<file path="src/hw/iop_defs.svh">
// Offsets, field positions, reset values and timing counts for the
// port and processor-control register block.
// Assumes inclusion by bare name from hw/ design files.
`ifndef IOP_DEFS_SVH
`define IOP_DEFS_SVH

// -----------------------------------------------------------------
// Data-space offsets
// -----------------------------------------------------------------
`define IOP_OFS_PB_PIN 8'h23
`define IOP_OFS_PB_DIR 8'h24
`define IOP_OFS_PB_OUT 8'h25
`define IOP_OFS_PC_PIN 8'h26
`define IOP_OFS_PC_DIR 8'h27
`define IOP_OFS_PC_OUT 8'h28
`define IOP_OFS_CTRL 8'h55
`define IOP_IO_BIAS 8'h20
`define IOP_IO_TOP 8'h3F

// -----------------------------------------------------------------
// Control register fields and reset values
// -----------------------------------------------------------------
`define IOP_BIT_VCU 0
`define IOP_BIT_VSEL 1
`define IOP_BIT_PU_OFF 4
`define IOP_BIT_BSDU 5
`define IOP_BIT_BSD 6
`define IOP_RST_BYTE 8'h00
`define IOP_PC_MASK 8'h7F

// -----------------------------------------------------------------
// Timed sequence windows, in clock cycles
// -----------------------------------------------------------------
`define IOP_UNLOCK_CYC 3'h4
`define IOP_BSD_DELAY_CYC 3'h3
`define IOP_BSD_HOLD_CYC 3'h3

`endif

</file>
<file path="src/hw/iop_pkg.sv">
// Types shared by the port register block.
// Assumes iop_defs.svh is on the include path.
package iop_pkg;
  typedef enum logic [2:0] {
    IOP_BSD_IDLE = 3'b001,
    IOP_BSD_WAIT = 3'b010,
    IOP_BSD_ON = 3'b100
  } iop_bsd_state_t;
endpackage

</file>
<file path="src/hw/iop_port.sv">
// One general-purpose port: data, direction, pin sampling, toggle.
// Assumes register strobes come from the same clock domain.
`include "iop_defs.svh"

module iop_port #(
  parameter int WIDTH = 8
) (
  // Clock and reset
  input wire logic i_clk_sys,
  input wire logic i_sys_rst,
  // Register strobes
  input wire logic i_wr_out,
  input wire logic i_wr_dir,
  input wire logic i_wr_pin,
  input wire logic [WIDTH-1:0] i_wdata,
  // Global control
  input wire logic i_global_pullup_disable,
  // Pins
  input wire logic [WIDTH-1:0] i_pin,
  output logic [WIDTH-1:0] o_pin,
  output logic [WIDTH-1:0] o_pin_oe,
  output logic [WIDTH-1:0] o_pullup_en,
  // Register views
  output logic [WIDTH-1:0] o_out_data,
  output logic [WIDTH-1:0] o_dir,
  output logic [WIDTH-1:0] o_pin_level
);

  logic [WIDTH-1:0] out_data;
  logic [WIDTH-1:0] dir;
  logic [WIDTH-1:0] sync_a;
  logic [WIDTH-1:0] sync_b;
  logic [WIDTH-1:0] next_out_data;
  logic [WIDTH-1:0] next_dir;

  // -----------------------------------------------------------------
  // Register update
  // -----------------------------------------------------------------
  always_comb begin
    next_out_data = out_data;
    next_dir = dir;
    if (i_wr_out) begin
      next_out_data = i_wdata;
    end
    if (i_wr_pin) begin
      next_out_data = out_data ^ i_wdata;
    end
    if (i_wr_dir) begin
      next_dir = i_wdata;
    end
  end

  always_ff @(posedge i_clk_sys or posedge i_sys_rst) begin
    if (i_sys_rst) begin
      out_data <= '0;
      dir <= '0;
      sync_a <= '0;
      sync_b <= '0;
    end else begin
      out_data <= next_out_data;
      dir <= next_dir;
      sync_a <= i_pin;
      sync_b <= sync_a;
    end
  end

  // -----------------------------------------------------------------
  // Pin drive
  // -----------------------------------------------------------------
  assign o_pin = out_data;
  assign o_pin_oe = dir;
  // Pull-up only on inputs with data one, unless globally killed
  assign o_pullup_en = ~dir & out_data &
    {WIDTH{~i_global_pullup_disable}};
  assign o_out_data = out_data;
  assign o_dir = dir;
  assign o_pin_level = sync_b;

endmodule // iop_port

</file>
<file path="src/hw/iop_regs.sv">
// Port B, port C and processor control register block.
// Assumes a core-side access port: one-cycle read/write strobes with a
// data-space or I/O-space address, on the system clock.
`include "iop_defs.svh"

// Contract
// - Sleep-disable becomes active three cycles after set, clears three later.
// - Global pull-up disable switches off every port pull-up.
// - Vector select zero puts vectors at zero, one at boot start.
// - Interrupts blocked from unlock until after next instruction, or four cycles.
// - Automatic interrupt blocking leaves the global interrupt flag untouched.
// - Vector unlock clears after four cycles or on vector select write.
// - Boot vectors plus application lock suppress interrupts in application.
// - Application vectors plus boot lock suppress interrupts in boot section.
// - Registers answer at data offset, and I/O offset minus 0x20.
// - Data, direction and sampled pin levels all reset to zero.
// - Writing one to a pin-level bit toggles that data bit.
// - Each direction bit sets its pin's direction, one is output.
// - Port C implements bits 0 to 6 only.
module iop_regs #(
  parameter int PB_WIDTH = 8,
  parameter int PC_WIDTH = 7,
  parameter int PC_ADDR_W = 14
) (
  // Clock and reset
  input wire logic i_clk_sys,
  input wire logic i_sys_rst,
  // Core register access
  input wire logic i_wr,
  input wire logic i_rd,
  input wire logic i_io_space,
  input wire logic [7:0] i_addr,
  input wire logic [7:0] i_wdata,
  output logic [7:0] o_rdata,
  // Core status
  input wire logic i_instr_done,
  input wire logic i_sleep_exec,
  input wire logic [PC_ADDR_W-1:0] i_pc,
  // Fuses and lock bits
  input wire logic [PC_ADDR_W-1:0] i_boot_start,
  input wire logic i_app_section_boot_lock,
  input wire logic i_boot_section_lock,
  // Processor control outputs
  output logic o_vector_table_select,
  output logic [PC_ADDR_W-1:0] o_vector_base,
  output logic o_irq_block,
  output logic o_brownout_sleep_disable,
  output logic o_brownout_detector_off,
  // Port B pins
  input wire logic [PB_WIDTH-1:0] i_pb_pin,
  output logic [PB_WIDTH-1:0] o_pb_pin,
  output logic [PB_WIDTH-1:0] o_pb_pin_oe,
  output logic [PB_WIDTH-1:0] o_pb_pullup_en,
  // Port C pins
  input wire logic [PC_WIDTH-1:0] i_pc_pin,
  output logic [PC_WIDTH-1:0] o_pc_pin,
  output logic [PC_WIDTH-1:0] o_pc_pin_oe,
  output logic [PC_WIDTH-1:0] o_pc_pullup_en
);

  // -----------------------------------------------------------------
  // Address decode
  // -----------------------------------------------------------------
  logic [7:0] ds_addr;
  logic addr_ok;
  logic sel_pb_pin, sel_pb_dir, sel_pb_out;
  logic sel_pc_pin, sel_pc_dir, sel_pc_out, sel_ctrl;

  // I/O space maps back into data space by adding the bias
  always_comb begin
    ds_addr = i_addr;
    addr_ok = 1'b1;
    if (i_io_space) begin
      addr_ok = (i_addr <= `IOP_IO_TOP);
      ds_addr = i_addr + `IOP_IO_BIAS;
    end
  end

  assign sel_pb_pin = addr_ok && ds_addr == `IOP_OFS_PB_PIN;
  assign sel_pb_dir = addr_ok && ds_addr == `IOP_OFS_PB_DIR;
  assign sel_pb_out = addr_ok && ds_addr == `IOP_OFS_PB_OUT;
  assign sel_pc_pin = addr_ok && ds_addr == `IOP_OFS_PC_PIN;
  assign sel_pc_dir = addr_ok && ds_addr == `IOP_OFS_PC_DIR;
  assign sel_pc_out = addr_ok && ds_addr == `IOP_OFS_PC_OUT;
  assign sel_ctrl = addr_ok && ds_addr == `IOP_OFS_CTRL;

  // -----------------------------------------------------------------
  // Ports
  // -----------------------------------------------------------------
  logic pu_off;
  logic [PB_WIDTH-1:0] pb_out, pb_dir, pb_lvl;
  logic [PC_WIDTH-1:0] pc_out, pc_dir, pc_lvl;

  iop_port #(.WIDTH(PB_WIDTH)) u_port_b (
    .i_clk_sys(i_clk_sys),
    .i_sys_rst(i_sys_rst),
    .i_wr_out(i_wr && sel_pb_out),
    .i_wr_dir(i_wr && sel_pb_dir),
    .i_wr_pin(i_wr && sel_pb_pin),
    .i_wdata(i_wdata[PB_WIDTH-1:0]),
    .i_global_pullup_disable(pu_off),
    .i_pin(i_pb_pin),
    .o_pin(o_pb_pin),
    .o_pin_oe(o_pb_pin_oe),
    .o_pullup_en(o_pb_pullup_en),
    .o_out_data(pb_out),
    .o_dir(pb_dir),
    .o_pin_level(pb_lvl)
  );

  // Bit 7 of port C has no storage at all
  iop_port #(.WIDTH(PC_WIDTH)) u_port_c (
    .i_clk_sys(i_clk_sys),
    .i_sys_rst(i_sys_rst),
    .i_wr_out(i_wr && sel_pc_out),
    .i_wr_dir(i_wr && sel_pc_dir),
    .i_wr_pin(i_wr && sel_pc_pin),
    .i_wdata(i_wdata[PC_WIDTH-1:0]),
    .i_global_pullup_disable(pu_off),
    .i_pin(i_pc_pin),
    .o_pin(o_pc_pin),
    .o_pin_oe(o_pc_pin_oe),
    .o_pullup_en(o_pc_pullup_en),
    .o_out_data(pc_out),
    .o_dir(pc_dir),
    .o_pin_level(pc_lvl)
  );

  // -----------------------------------------------------------------
  // Processor control: vector select and its unlock window
  // -----------------------------------------------------------------
  logic ctrl_wr;
  logic vsel, next_vsel;
  logic vcu, next_vcu;
  logic [2:0] vcu_cnt, next_vcu_cnt;
  logic blk_tail, next_blk_tail;
  logic next_pu_off;

  assign ctrl_wr = i_wr && sel_ctrl;

  always_comb begin
    next_vsel = vsel;
    next_vcu = vcu;
    next_vcu_cnt = vcu_cnt;
    next_blk_tail = blk_tail;
    next_pu_off = pu_off;
    if (blk_tail && i_instr_done) begin
      next_blk_tail = 1'b0;
    end
    if (vcu) begin
      next_vcu_cnt = vcu_cnt - 3'h1;
      if (vcu_cnt == 3'h1) begin
        next_vcu = 1'b0;
      end
    end
    if (ctrl_wr) begin
      next_pu_off = i_wdata[`IOP_BIT_PU_OFF];
      if (i_wdata[`IOP_BIT_VCU]) begin
        next_vcu = 1'b1;
        next_vcu_cnt = `IOP_UNLOCK_CYC;
      end else if (vcu) begin
        // Select only changes inside the window
        next_vsel = i_wdata[`IOP_BIT_VSEL];
        next_vcu = 1'b0;
        next_vcu_cnt = 3'h0;
        next_blk_tail = 1'b1;
      end
    end
  end

  always_ff @(posedge i_clk_sys or posedge i_sys_rst) begin
    if (i_sys_rst) begin
      vsel <= 1'b0;
      vcu <= 1'b0;
      vcu_cnt <= 3'h0;
      blk_tail <= 1'b0;
      pu_off <= 1'b0;
    end else begin
      vsel <= next_vsel;
      vcu <= next_vcu;
      vcu_cnt <= next_vcu_cnt;
      blk_tail <= next_blk_tail;
      pu_off <= next_pu_off;
    end
  end

  // Blocking is a separate gate; the core's own enable flag is not touched
  logic in_boot;
  assign in_boot = (i_pc >= i_boot_start);
  always_comb begin
    o_irq_block = vcu || blk_tail ||
      (ctrl_wr && i_wdata[`IOP_BIT_VCU]);
    if (vsel && i_app_section_boot_lock && !in_boot) begin
      o_irq_block = 1'b1;
    end
    if (!vsel && i_boot_section_lock && in_boot) begin
      o_irq_block = 1'b1;
    end
  end

  assign o_vector_table_select = vsel;
  assign o_vector_base = vsel ? i_boot_start : '0;

  // -----------------------------------------------------------------
  // Processor control: brown-out sleep disable sequence
  // -----------------------------------------------------------------
  iop_pkg::iop_bsd_state_t bsd_st, next_bsd_st;
  logic bsdu, next_bsdu;
  logic [2:0] bsdu_cnt, next_bsdu_cnt;
  logic [2:0] bsd_cnt, next_bsd_cnt;
  logic bsd_set;

  // Set request only counts while the unlock window is open
  assign bsd_set = ctrl_wr && bsdu && i_wdata[`IOP_BIT_BSD] &&
    !i_wdata[`IOP_BIT_BSDU];

  always_comb begin
    next_bsdu = bsdu;
    next_bsdu_cnt = bsdu_cnt;
    next_bsd_st = bsd_st;
    next_bsd_cnt = bsd_cnt;
    if (bsdu) begin
      next_bsdu_cnt = bsdu_cnt - 3'h1;
      if (bsdu_cnt == 3'h1) begin
        next_bsdu = 1'b0;
      end
    end
    if (ctrl_wr) begin
      if (i_wdata[`IOP_BIT_BSD] && i_wdata[`IOP_BIT_BSDU]) begin
        next_bsdu = 1'b1;
        next_bsdu_cnt = `IOP_UNLOCK_CYC;
      end else begin
        next_bsdu = 1'b0;
        next_bsdu_cnt = 3'h0;
      end
    end
    unique case (bsd_st)
      iop_pkg::IOP_BSD_IDLE: begin
        if (bsd_set) begin
          next_bsd_st = iop_pkg::IOP_BSD_WAIT;
          next_bsd_cnt = `IOP_BSD_DELAY_CYC;
        end
      end
      iop_pkg::IOP_BSD_WAIT: begin
        next_bsd_cnt = bsd_cnt - 3'h1;
        if (bsd_cnt == 3'h1) begin
          next_bsd_st = iop_pkg::IOP_BSD_ON;
          next_bsd_cnt = `IOP_BSD_HOLD_CYC;
        end
      end
      iop_pkg::IOP_BSD_ON: begin
        next_bsd_cnt = bsd_cnt - 3'h1;
        if (bsd_cnt == 3'h1) begin
          next_bsd_st = iop_pkg::IOP_BSD_IDLE;
          next_bsd_cnt = 3'h0;
        end
      end
      default: begin
        next_bsd_st = iop_pkg::IOP_BSD_IDLE;
        next_bsd_cnt = 3'h0;
      end
    endcase
  end

  always_ff @(posedge i_clk_sys or posedge i_sys_rst) begin
    if (i_sys_rst) begin
      bsd_st <= iop_pkg::IOP_BSD_IDLE;
      bsd_cnt <= 3'h0;
      bsdu <= 1'b0;
      bsdu_cnt <= 3'h0;
    end else begin
      bsd_st <= next_bsd_st;
      bsd_cnt <= next_bsd_cnt;
      bsdu <= next_bsdu;
      bsdu_cnt <= next_bsdu_cnt;
    end
  end

  assign o_brownout_sleep_disable = (bsd_st == iop_pkg::IOP_BSD_ON);
  // Detector only goes off for a sleep taken while the bit is active
  assign o_brownout_detector_off = o_brownout_sleep_disable &&
    i_sleep_exec;

  // -----------------------------------------------------------------
  // Read mux
  // -----------------------------------------------------------------
  logic [7:0] next_rdata;
  logic [7:0] ctrl_view;

  always_comb begin
    ctrl_view = `IOP_RST_BYTE;
    ctrl_view[`IOP_BIT_BSD] = o_brownout_sleep_disable;
    ctrl_view[`IOP_BIT_BSDU] = bsdu;
    ctrl_view[`IOP_BIT_PU_OFF] = pu_off;
    ctrl_view[`IOP_BIT_VSEL] = vsel;
    ctrl_view[`IOP_BIT_VCU] = vcu;
    next_rdata = `IOP_RST_BYTE;
    if (i_rd) begin
      if (sel_pb_pin) next_rdata = pb_lvl;
      if (sel_pb_dir) next_rdata = pb_dir;
      if (sel_pb_out) next_rdata = pb_out;
      if (sel_pc_pin) next_rdata = {1'b0, pc_lvl} & `IOP_PC_MASK;
      if (sel_pc_dir) next_rdata = {1'b0, pc_dir} & `IOP_PC_MASK;
      if (sel_pc_out) next_rdata = {1'b0, pc_out} & `IOP_PC_MASK;
      if (sel_ctrl) next_rdata = ctrl_view;
    end
  end

  always_ff @(posedge i_clk_sys or posedge i_sys_rst) begin
    if (i_sys_rst) begin
      o_rdata <= `IOP_RST_BYTE;
    end else begin
      o_rdata <= next_rdata;
    end
  end

endmodule // iop_regs

</file>
<file path="config.mk">
export PLATFORM = sky130hd
export DESIGN_NAME = iop_regs
export DESIGN_NICKNAME = d
export VERILOG_FILES = /design/src/hw/iop_pkg.sv /design/src/hw/iop_port.sv /design/src/hw/iop_regs.sv
export VERILOG_INCLUDE_DIRS = /design/src /design/src/hw
export SDC_FILE = /design/constraint.sdc
export NUM_CORES = 1
export LEC_CHECK = 0
export BUFFER_PORTS_ARGS = -buffer_cell sky130_fd_sc_hd__buf_2
export CORE_ASPECT_RATIO = 1.75
export CORE_MARGIN = 5
export CORE_UTILIZATION = 45
export CTS_CLUSTER_SIZE = 14
export DETAILED_ROUTE_END_ITERATION = 10
export MAX_ROUTING_LAYER = met4
export PLACE_DENSITY_LB_ADDON = 0.05
export SYNTH_ARGS = -nofsm -noshare
export SYNTH_HDL_FRONTEND = slang
export SYNTH_SLANG_ARGS = --single-unit
</file>
<file path="constraint.sdc">
create_clock -name i_clk_sys -period 3.4 [get_ports i_clk_sys]
set_input_delay 0.34 -clock i_clk_sys [delete_from_list [all_inputs] [get_ports i_clk_sys]]
set_output_delay 0.34 -clock i_clk_sys [all_outputs]
set_load 0.005 [all_outputs]
</file>
==> impl_metrics.tcl, run 1 <==
set metrics [dict create \
    status "completed" \
    cp_data_required_time_ns 3.06 \
    leakage_nw 2.86 \
    netlist.area_leader.share 0.454 \
    avgSynthCellArea_um2 10.3 \
    busiest_layer "met2" \
    die_h_um 144 \
    vias 4016 \
    use_met1 0.249 \
    die-area_um2 12500 \
    whs_ns 0.0885 \
    cts_setup_buffers 0 \
    hp-class "in -> async" \
    cts_resized 0 \
    antenna_left 0 \
    avgViaCountPerCell 5.62 \
    power_mw 2.70 \
    nets 674 \
    start_util 0.455 \
    grt_max_degree 43 \
    cts.sinks 85 \
    cts_root_buf "clkbuf_16" \
    powerDensity_nw_per_um2 474 \
    clock_path_buffers 2 \
    synth_cell_types 65 \
    area_growth_pct 23.0 \
    max_freq_ghz 0.390 \
    worst_setup_path_start_kind "primary input" \
    crit_arrival_ns 2.22 \
    crit_fanout 15 \
    grt_usage 0.226 \
    cts_max_level 3 \
    rsz0062_at_grt "no" \
    tns_ns 0 \
    numCtsBuffers 9 \
    drt_wl_total_um 13200 \
    cap_viol_max_count 0 \
    clkTransAtPathRegs_ns 0.06 \
    layout_setup_ws_ns 0.835 \
    finClkSkew_ns 0.00538 \
    final_cell_mix "buf_2 (138), dfrtp_1 (84), nand2_1 (45), inv_1 (29)" \
    synth_edf_count 0 \
    wl_per_cell_um 18.5 \
    grt_overflow 0 \
    routabilityCongestion 0.889 \
    die_w_um 86.7 \
    setup_violations 0 \
    clkLatencyLatePin_ns 0.34 \
    crit_type "in -> out" \
    cts_tree "done" \
    worst_setup_path_end_kind "primary output" \
    yosys.area.top_type "dfrtp_1" \
    period_share 0.754 \
    syn_area_um2 4630 \
    ir_worst_vdd_mv 0.308 \
    cp_slowest_cell "and4_1" \
    io_pins 139 \
    layout-drive-gt1-share 0.332 \
    max_stage_delay_ns 0.53 \
    place_ws_ns 0.754 \
    syn-num-nets 540 \
    grt_pass1_vias 4057 \
    synth-async-reset-ratio 1.00 \
    rows 49 \
    yosysSeqAreaShare 0.460 \
    relSlewSlack 0.322 \
    antenna_cells 0 \
    dominantRegCellSynth "dfrtp_1" \
    r2r_setup_slack_ns 1.95 \
    grt_pass1_wl_um 21000 \
    cts_hold_buf 0 \
    final_common_cell "buf_2" \
    syn_inst 450 \
    cpMostUsedCell "buf_2" \
    port_buffers 138 \
    drv_slew 0 \
    synth_seq_cells 85 \
    drc 0 \
    drt_iter0_drc 204 \
    crit_path_cell_trace "buf_2, nand2b_1, nor4b_4, and4_1, and2_1, a2111o_1, buf_2" \
    synth_area_leaders "dfrtp_1 (45%), ha_1 (5.9%), mux2_2 (5.4%), nand2_1 (3.6%), inv_1 (2.4%)" \
    post-route-min-period_ns 2.56 \
    grtUsageMet3 0.0325 \
    use_met2 0.395 \
    dp_hpwl_um 10500 \
    ys.warnings.count 0 \
    core_um2 10200 \
    worst_pin_slew_ns 1.02 \
    drt_pass1_iterations 4 \
    antenna_found_initial 0 \
    hold_viol 0 \
]
[critical path, delay by kind of cell]
family / cells / cell delay [ns]
AO/OA/AOI/OAI: 1 / 0.11
buffers and inverters: 2 / 0.37
AND/OR/NAND/NOR: 4 / 1.40
[sequential cells by signal, summed over array words and instances (netlist names), named ones only]
name / cells
u_port_c.sync_a: 7
u_port_c.o_dir: 7
u_port_b.o_out_data: 8
bsdu: 1
bsd_cnt: 3
bsdu_cnt: 3
o_vector_table_select: 1
u_port_b.sync_a: 8
bsd_st: 3
vcu_cnt: 1
u_port_b.o_dir: 8
u_port_b.o_pin_level: 8
o_rdata: 8
blk_tail: 1
u_port_c.o_out_data: 7
pu_off: 1
vcu: 1
u_port_c.o_pin_level: 7
[path summary, 6_finish.rpt]
path	from	depth (start not counted)	endpoint
setup reg to reg	bsd_st[0]$_DFFE_PP1P_	4	bsd_cnt[0]$_DFFE_PP0P_
min in group i_clk_sys	i_pb_pin[0]	1	u_port_b.sync_a[0]$_DFF_PP0_
hold / removal	i_sys_rst	2	u_port_c.o_pin_level[6]$_DFF_PP0_
hold reg to reg	u_port_b.sync_a[0]$_DFF_PP0_	0	u_port_b.o_pin_level[0]$_DFF_PP0_
setup / recovery	i_addr[0]	7	o_irq_block
max in group asynchronous	i_sys_rst	3	u_port_c.o_dir[3]$_DFFE_PP0P_
[stage by stage]
step | cells | instance area, um^2 | util
3_3_place_gp | 700 | 5420 | 0.532
2_1_floorplan | 450 | 4630 | -
3_5_place_dp | 700 | 5420 | 0.532
6_report | 715 | 5690 | 0.559
5_1_grt | 715 | 5690 | 0.559
4_1_cts | 715 | 5690 | 0.559
[cells by family (layout without fill, tap and decap cells)]
family	Yosys count	count (layout)	synth area share
simple gates	167	167	0.217
compound gates	90	90	0.134
flops	85	85	0.460
buf+inv	47	185	0.0411
mux	27	27	0.0654
fa+ha+maj	22	22	0.0595
xor+xnor	12	12	0.0227
[per-layer routing]
metal	vias up	wire, um
li1	1909	-
met1	1949	4920
met2	129	7230
met3	29	633
met4	0	416
met5	-	0
[final cells by class]
type / count / area (um^2)
clock buffers: 10 / 239
flip-flops and latches: 85 / 2130
repair buffers: 140 / 706
fillers: 932 / 4490
inverters: 30 / 114
well taps: 127 / 159
clock inverters: 5 / 35.0
multi-input cells: 318 / 2310
[Yosys cell counts, types with 3 or more instances]
cell type,count
dfrtp_1,84
a31oi_1,3
nor3b_1,15
a21oi_1,19
nand2b_1,11
nor4b_1,5
o221ai_1,10
nand3_1,10
o22ai_1,5
o21ai_0,17
inv_1,30
xnor2_1,4
buf_2,5
mux2i_1,4
clkbuf_1,11
mux2_2,22
nor2_1,17
nor3_1,4
nor2b_1,3
nor4_1,7
and3_1,8
nand4_1,5
xor2_1,8
and2_1,17
ha_1,22
nand2_1,45
nand3b_1,3
a211oi_1,8
[where the power goes]
group | switching, mW | total [mW] | internal [mW]
sequential | 0.105 | 1.23 | 1.12
combinational | 0.295 | 0.566 | 0.271
clock | 0.389 | 0.902 | 0.513
(Power assumes the default switching activity.)
==> run 2: changes to the inputs <==
- clock period: 3.4 -> 2.2 ns (I/O delays scaled with it)
==> run 2 against run 1 <==
First-iteration DRC count decreased by 28%. Sequential power increased by 54%. Utilization increased by 5.0 points. Critical endpoint unchanged. Highest routed layer unchanged.
==> impl_metrics.tcl, run 2 (synthesis results as in run 1) <==
set metrics [dict create \
    status "completed" \
    finClkSkew_ns 0.00743 \
    period_share 0.963 \
    crit_arrival_ns 1.90 \
    cp_data_required_time_ns 1.98 \
    crit_type "in -> out" \
    area_growth_pct 34.0 \
    regToRegStartpoint "bsd_cnt[0]$_DFFE_PP0P_" \
    max_stage_delay_ns 0.40 \
    dp_hpwl_um 10600 \
    vias 4111 \
    drc 0 \
    leakage_nw 3.08 \
    cts_max_level 3 \
    layout-drive-gt1-share 0.380 \
    post-route-min-period_ns 2.12 \
    antenna_found_initial 0 \
    antenna_cells 0 \
    clkLatencyLatePin_ns 0.34 \
    relSlewSlack 0.514 \
    hp-class "in -> async" \
    crit_fanout 2 \
    grt_overflow 0 \
    drt_wl_total_um 13600 \
    grt_pass1_vias 4246 \
    die_h_um 144 \
    final_cell_mix "buf_2 (138), dfrtp_1 (84), nand2_1 (45), buf_4 (32), inv_1 (25)" \
    drv_slew 0 \
    fin_util 0.609 \
    grt_usage 0.234 \
    worst_setup_path_end_kind "primary output" \
    clock_path_buffers 2 \
    ir_worst_vdd_mv 0.480 \
    clkTransAtPathRegs_ns 0.07 \
    cp_slowest_cell "a2111o_1" \
    instances_no_fill 762 \
    grt_pass1_wl_um 21800 \
    cts_root_buf "clkbuf_16" \
    whs_ns 0.00561 \
    grt_max_degree 86 \
    io_pins 139 \
    final_common_cell "buf_2" \
    port_buffers 138 \
    setup_violations 0 \
    max_freq_ghz 0.472 \
    dp_cells 729 \
    antenna_left 0 \
    cap_viol_max_count 0 \
    die-area_um2 12500 \
    core_um2 10200 \
    nets 720 \
    rsz0062_at_grt "no" \
    routabilityCongestion 0.886 \
    cts_tree "done" \
    r2r_setup_slack_ns 0.76 \
    worst_pin_slew_ns 0.729 \
    drt_pass1_iterations 4 \
    worst_setup_path_start_kind "primary input" \
    powerDensity_nw_per_um2 695 \
    wl_per_cell_um 17.9 \
    numCtsBuffers 9 \
    rows 49 \
    hold_viol 0 \
    die_w_um 86.7 \
    ff2ff_path_depth 6 \
    drt_iter0_drc 146 \
    cts.sinks 85 \
    start_util 0.455 \
    reg2reg_to "bsd_cnt[2]$_DFFE_PP0P_" \
    cpMostUsedCell "buf_2" \
    crit_path_cell_trace "buf_2, inv_2, ha_4, nand4_1, nor4_2, a211oi_2, and3_1, a2111o_1, buf_2" \
    avgViaCountPerCell 5.40 \
]
==> run 2: what timing repair did <==
action / CTS / global route
setup buffers: 0 / 2
endpoints found under the hold margin: 15 / 0
endpoints found under the setup margin: 0 / 1
hold buffers: 15 / 0
gates resized for setup: 0 / 14
==> run 2: worst max-delay path: cells and delay by family <==
kind | cells | cell delay (ns)
AND/OR/NAND/NOR | 3 | 0.66
buffers and inverters | 3 | 0.28
adder cells (fa/ha/maj) | 1 | 0.26
AO/OA/AOI/OAI | 2 | 0.48
==> run 2: final cells by class <==
| cell class | count | area, um^2 |
|---|---|---|
| flip-flops and latches | 85 | 2130 |
| fillers | 877 | 3980 |
| multi-input cells | 318 | 2400 |
| clock buffers | 11 | 253 |
| clock inverters | 5 | 41.3 |
| inverters | 30 | 116 |
| well taps | 127 | 159 |
| repair buffers | 186 | 1100 |
==> run 2: metal layers <==
metal | part of all wire | GRT usage | routed length, um | up-vias
met5 | 0 | - | 0 | -
met4 | 0.028 | 0.0928 | 382 | 0
met3 | 0.051 | 0.0302 | 689 | 23
met2 | 0.56 | 0.422 | 7580 | 131
met1 | 0.37 | 0.256 | 4990 | 1964
li1 | - | - | - | 1993
==> run 2: worst max path at each step <==
stage                      from                             to  cells after the start
2_1_floorplan         i_addr[5]  u_port_b.o_dir[0]$_DFFE_PP0P_                      7
3_5_place_dp          i_addr[5]           o_rdata[3]$_DFF_PP0_                      9
4_1_cts         i_boot_start[5]                    o_irq_block                      9
3_3_place_gp          i_addr[5]           o_rdata[3]$_DFF_PP0_                      9
5_1_grt        i_boot_start[11]                    o_irq_block                      9
6_report       i_boot_start[10]                    o_irq_block                      9
==> run 2: per-stage QoR <==
step                      TNS (ns)  setup slack [ns]  instance area [um^2]  power (mW)
after floorplan                  0             0.244                  4630        2.47
after global placement      -0.177            -0.107                  5650        2.80
after detailed placement     -1.01            -0.112                  5650        2.83
after CTS                        0            0.0171                  6090        4.33
after global routing             0            0.0164                  6200        4.56
final                            0            0.0810                  6200        4.31
==> run 2: where the power goes <==
group          total [mW]  internal, mW  leakage (nW)  switching (mW)
clock                1.46         0.836         0.139           0.628
sequential           1.89          1.73          1.09           0.159
combinational       0.949         0.473          1.85           0.476
==> run 3: changes to the inputs <==
- BUFFER_PORTS_ARGS: -buffer_cell sky130_fd_sc_hd__buf_2 -> -buffer_cell sky130_fd_sc_hd__clkbuf_2
==> run 3 against run 2 <==
The flow now finishes with violations (hold timing). Cell count is 0.66% lower. Hold slack got worse by 0.028 ns. Sequential power hardly changed. Combinational power fell by 2%. Clock-buffer cell count is the same. Via count up 0.49%. Total power decreased by 0.77%. Register-to-register slack got worse by 0.05 ns. Global-route usage hardly changed. Fmax is 0.82% lower. Cell area down 2.1%. Wire length about the same.
==> impl_metrics.tcl, run 3 (synthesis results as in run 1) <==
set metrics [dict create \
    crit_type "in -> out" \
    grt_max_degree 86 \
    clkTransAtPathRegs_ns 0.07 \
    tns_ns 0 \
    status "complete, but fails checks" \
    clock_path_buffers 2 \
    drv_slew 0 \
    period_share 0.971 \
    grt_usage 0.234 \
    r2r_setup_slack_ns 0.71 \
    grt_pass1_wl_um 22000 \
    io_pins 139 \
    dp_hpwl_um 10700 \
    cts.sinks 85 \
    drt_iter0_drc 118 \
    wl_per_cell_um 18.0 \
    rsz0062_at_grt "no" \
    start_util 0.455 \
    cp_data_required_time_ns 1.98 \
    vias 4131 \
    grt_pass1_vias 4275 \
    cts_max_level 3 \
    routabilityCongestion 0.871 \
    ir_worst_vdd_mv 0.597 \
    finClkSkew_ns 0.00791 \
    max_freq_ghz 0.468 \
    die-area_um2 12500 \
    layout_setup_ws_ns 0.0634 \
    post-route-min-period_ns 2.14 \
    drt_pass1_iterations 4 \
    core_um2 10200 \
    place_ws_ns -0.0935 \
    nets 715 \
    worst_setup_path_end_kind "primary output" \
    clkLatencyLatePin_ns 0.34 \
    relSlewSlack 0.498 \
    final_common_cell "clkbuf_2" \
    antenna_found_initial 0 \
    reg2reg_to "bsd_cnt[2]$_DFFE_PP0P_" \
    dp_cells 726 \
    final_cell_mix "clkbuf_2 (138), dfrtp_1 (84), nand2_1 (45), inv_1 (29), buf_4 (27)" \
    worst_pin_slew_ns 0.753 \
    instances_no_fill 757 \
    fillers 934 \
    drt_wl_total_um 13600 \
    hold_viol 20 \
    drc 0 \
    antenna_left 0 \
    worst_setup_path_start_kind "primary input" \
    die_h_um 144 \
    powerDensity_nw_per_um2 704 \
    cts_tree "done" \
    multi_input_area_um2 2320 \
    hp-class "in -> async" \
    port_buffers 138 \
    ff2ff_path_depth 6 \
    setup_violations 0 \
    grt_overflow 0 \
    cts_root_buf "clkbuf_16" \
    numCtsBuffers 9 \
    die_w_um 86.7 \
    whs_ns -0.0226 \
    crit_arrival_ns 1.92 \
    avgViaCountPerCell 5.46 \
    cap_viol_max_count 0 \
    rows 49 \
    regToRegStartpoint "bsd_cnt[0]$_DFFE_PP0P_" \
    antenna_cells 0 \
    layout-drive-gt1-share 0.352 \
    crit_fanout 4 \
    leakage_nw 3.00 \
    violations "hold timing" \
    area_growth_pct 31.2 \
    regArea_um2 2130 \
]
==> run 3: cell count changes in the layout (fill, tap and decap cells not counted), moves of 4 or more <==
cell / before / now
inv_2: 4 / 0
buf_4: 32 / 27
clkbuf_2: 0 / 138
buf_2: 138 / 0
ha_1: 15 / 21
inv_1: 25 / 29
ha_4: 6 / 1
==> run 3: area by class of cell <==
| cell class | count | share of cell area |
|---|---|---|
| multi-input cells | 318 | 0.382 |
| flip-flops and latches | 85 | 0.350 |
| repair buffers | 181 | 0.175 |
| clock buffers | 11 | 0.0400 |
| well taps | 127 | 0.0262 |
| inverters | 30 | 0.0192 |
| clock inverters | 5 | 0.00680 |
==> run 3: per-layer routing <==
| metal | GRT usage | routed length [um] | vias up |
|---|---|---|---|
| met1 | 0.244 | 5020 | 1999 |
| li1 | - | - | 1985 |
| met2 | 0.432 | 7570 | 116 |
| met4 | 0.102 | 446 | 0 |
| met5 | - | 0 | - |
| met3 | 0.0302 | 601 | 31 |
==> run 3: stage by stage <==
step                cell area (um^2)  total power [mW]  hold WS [ns]   util
floorplan                       4630              2.47         0.251      -
global placement                5630              2.80         0.328  0.553
detailed placement              5630              2.84         0.330  0.553
CTS                             6060              4.31       0.00670  0.596
global route                    6070              4.53        0.0416  0.597
finish                          6070              4.28       -0.0226  0.597
==> run 3: worst max-delay path, stage by stage <==
cell and delay [ns]:
clkbuf_2 0.09, inv_1 0.06, ha_4 0.28, nand4_1 0.12, nor4_1 0.31, a211oi_1 0.09, and3_1 0.19, a2111o_1 0.43
clkbuf_2 0.12
==> run 3: worst max path at each step <==
stage	start	to	depth (start not counted)
global route	i_boot_start[3]	o_irq_block	9
CTS	i_boot_start[5]	o_irq_block	9
finish	i_boot_start[13]	o_irq_block	9
detailed placement	i_addr[5]	o_rdata[3]$_DFF_PP0_	9
global placement	i_addr[5]	o_rdata[3]$_DFF_PP0_	9
floorplan	i_addr[5]	u_port_b.o_dir[0]$_DFFE_PP0P_	7
==> run 3: repair_timing <==
| action | in CTS | in global routing |
|---|---|---|
| resized for setup | 0 | 1 |
| hold buffers | 15 | 0 |
| endpoints found under the setup margin | 0 | 1 |
| hold endpoints to repair | 15 | 0 |
| buffers inserted | 0 | 0 |
==> run 3: where the power goes <==
part | total (mW) | internal (mW) | switching (mW)
Clock | 1.45 | 0.808 | 0.640
Sequential | 1.89 | 1.73 | 0.160
Combinational | 0.932 | 0.457 | 0.475
Total | 4.28 | 3.00 | 1.28
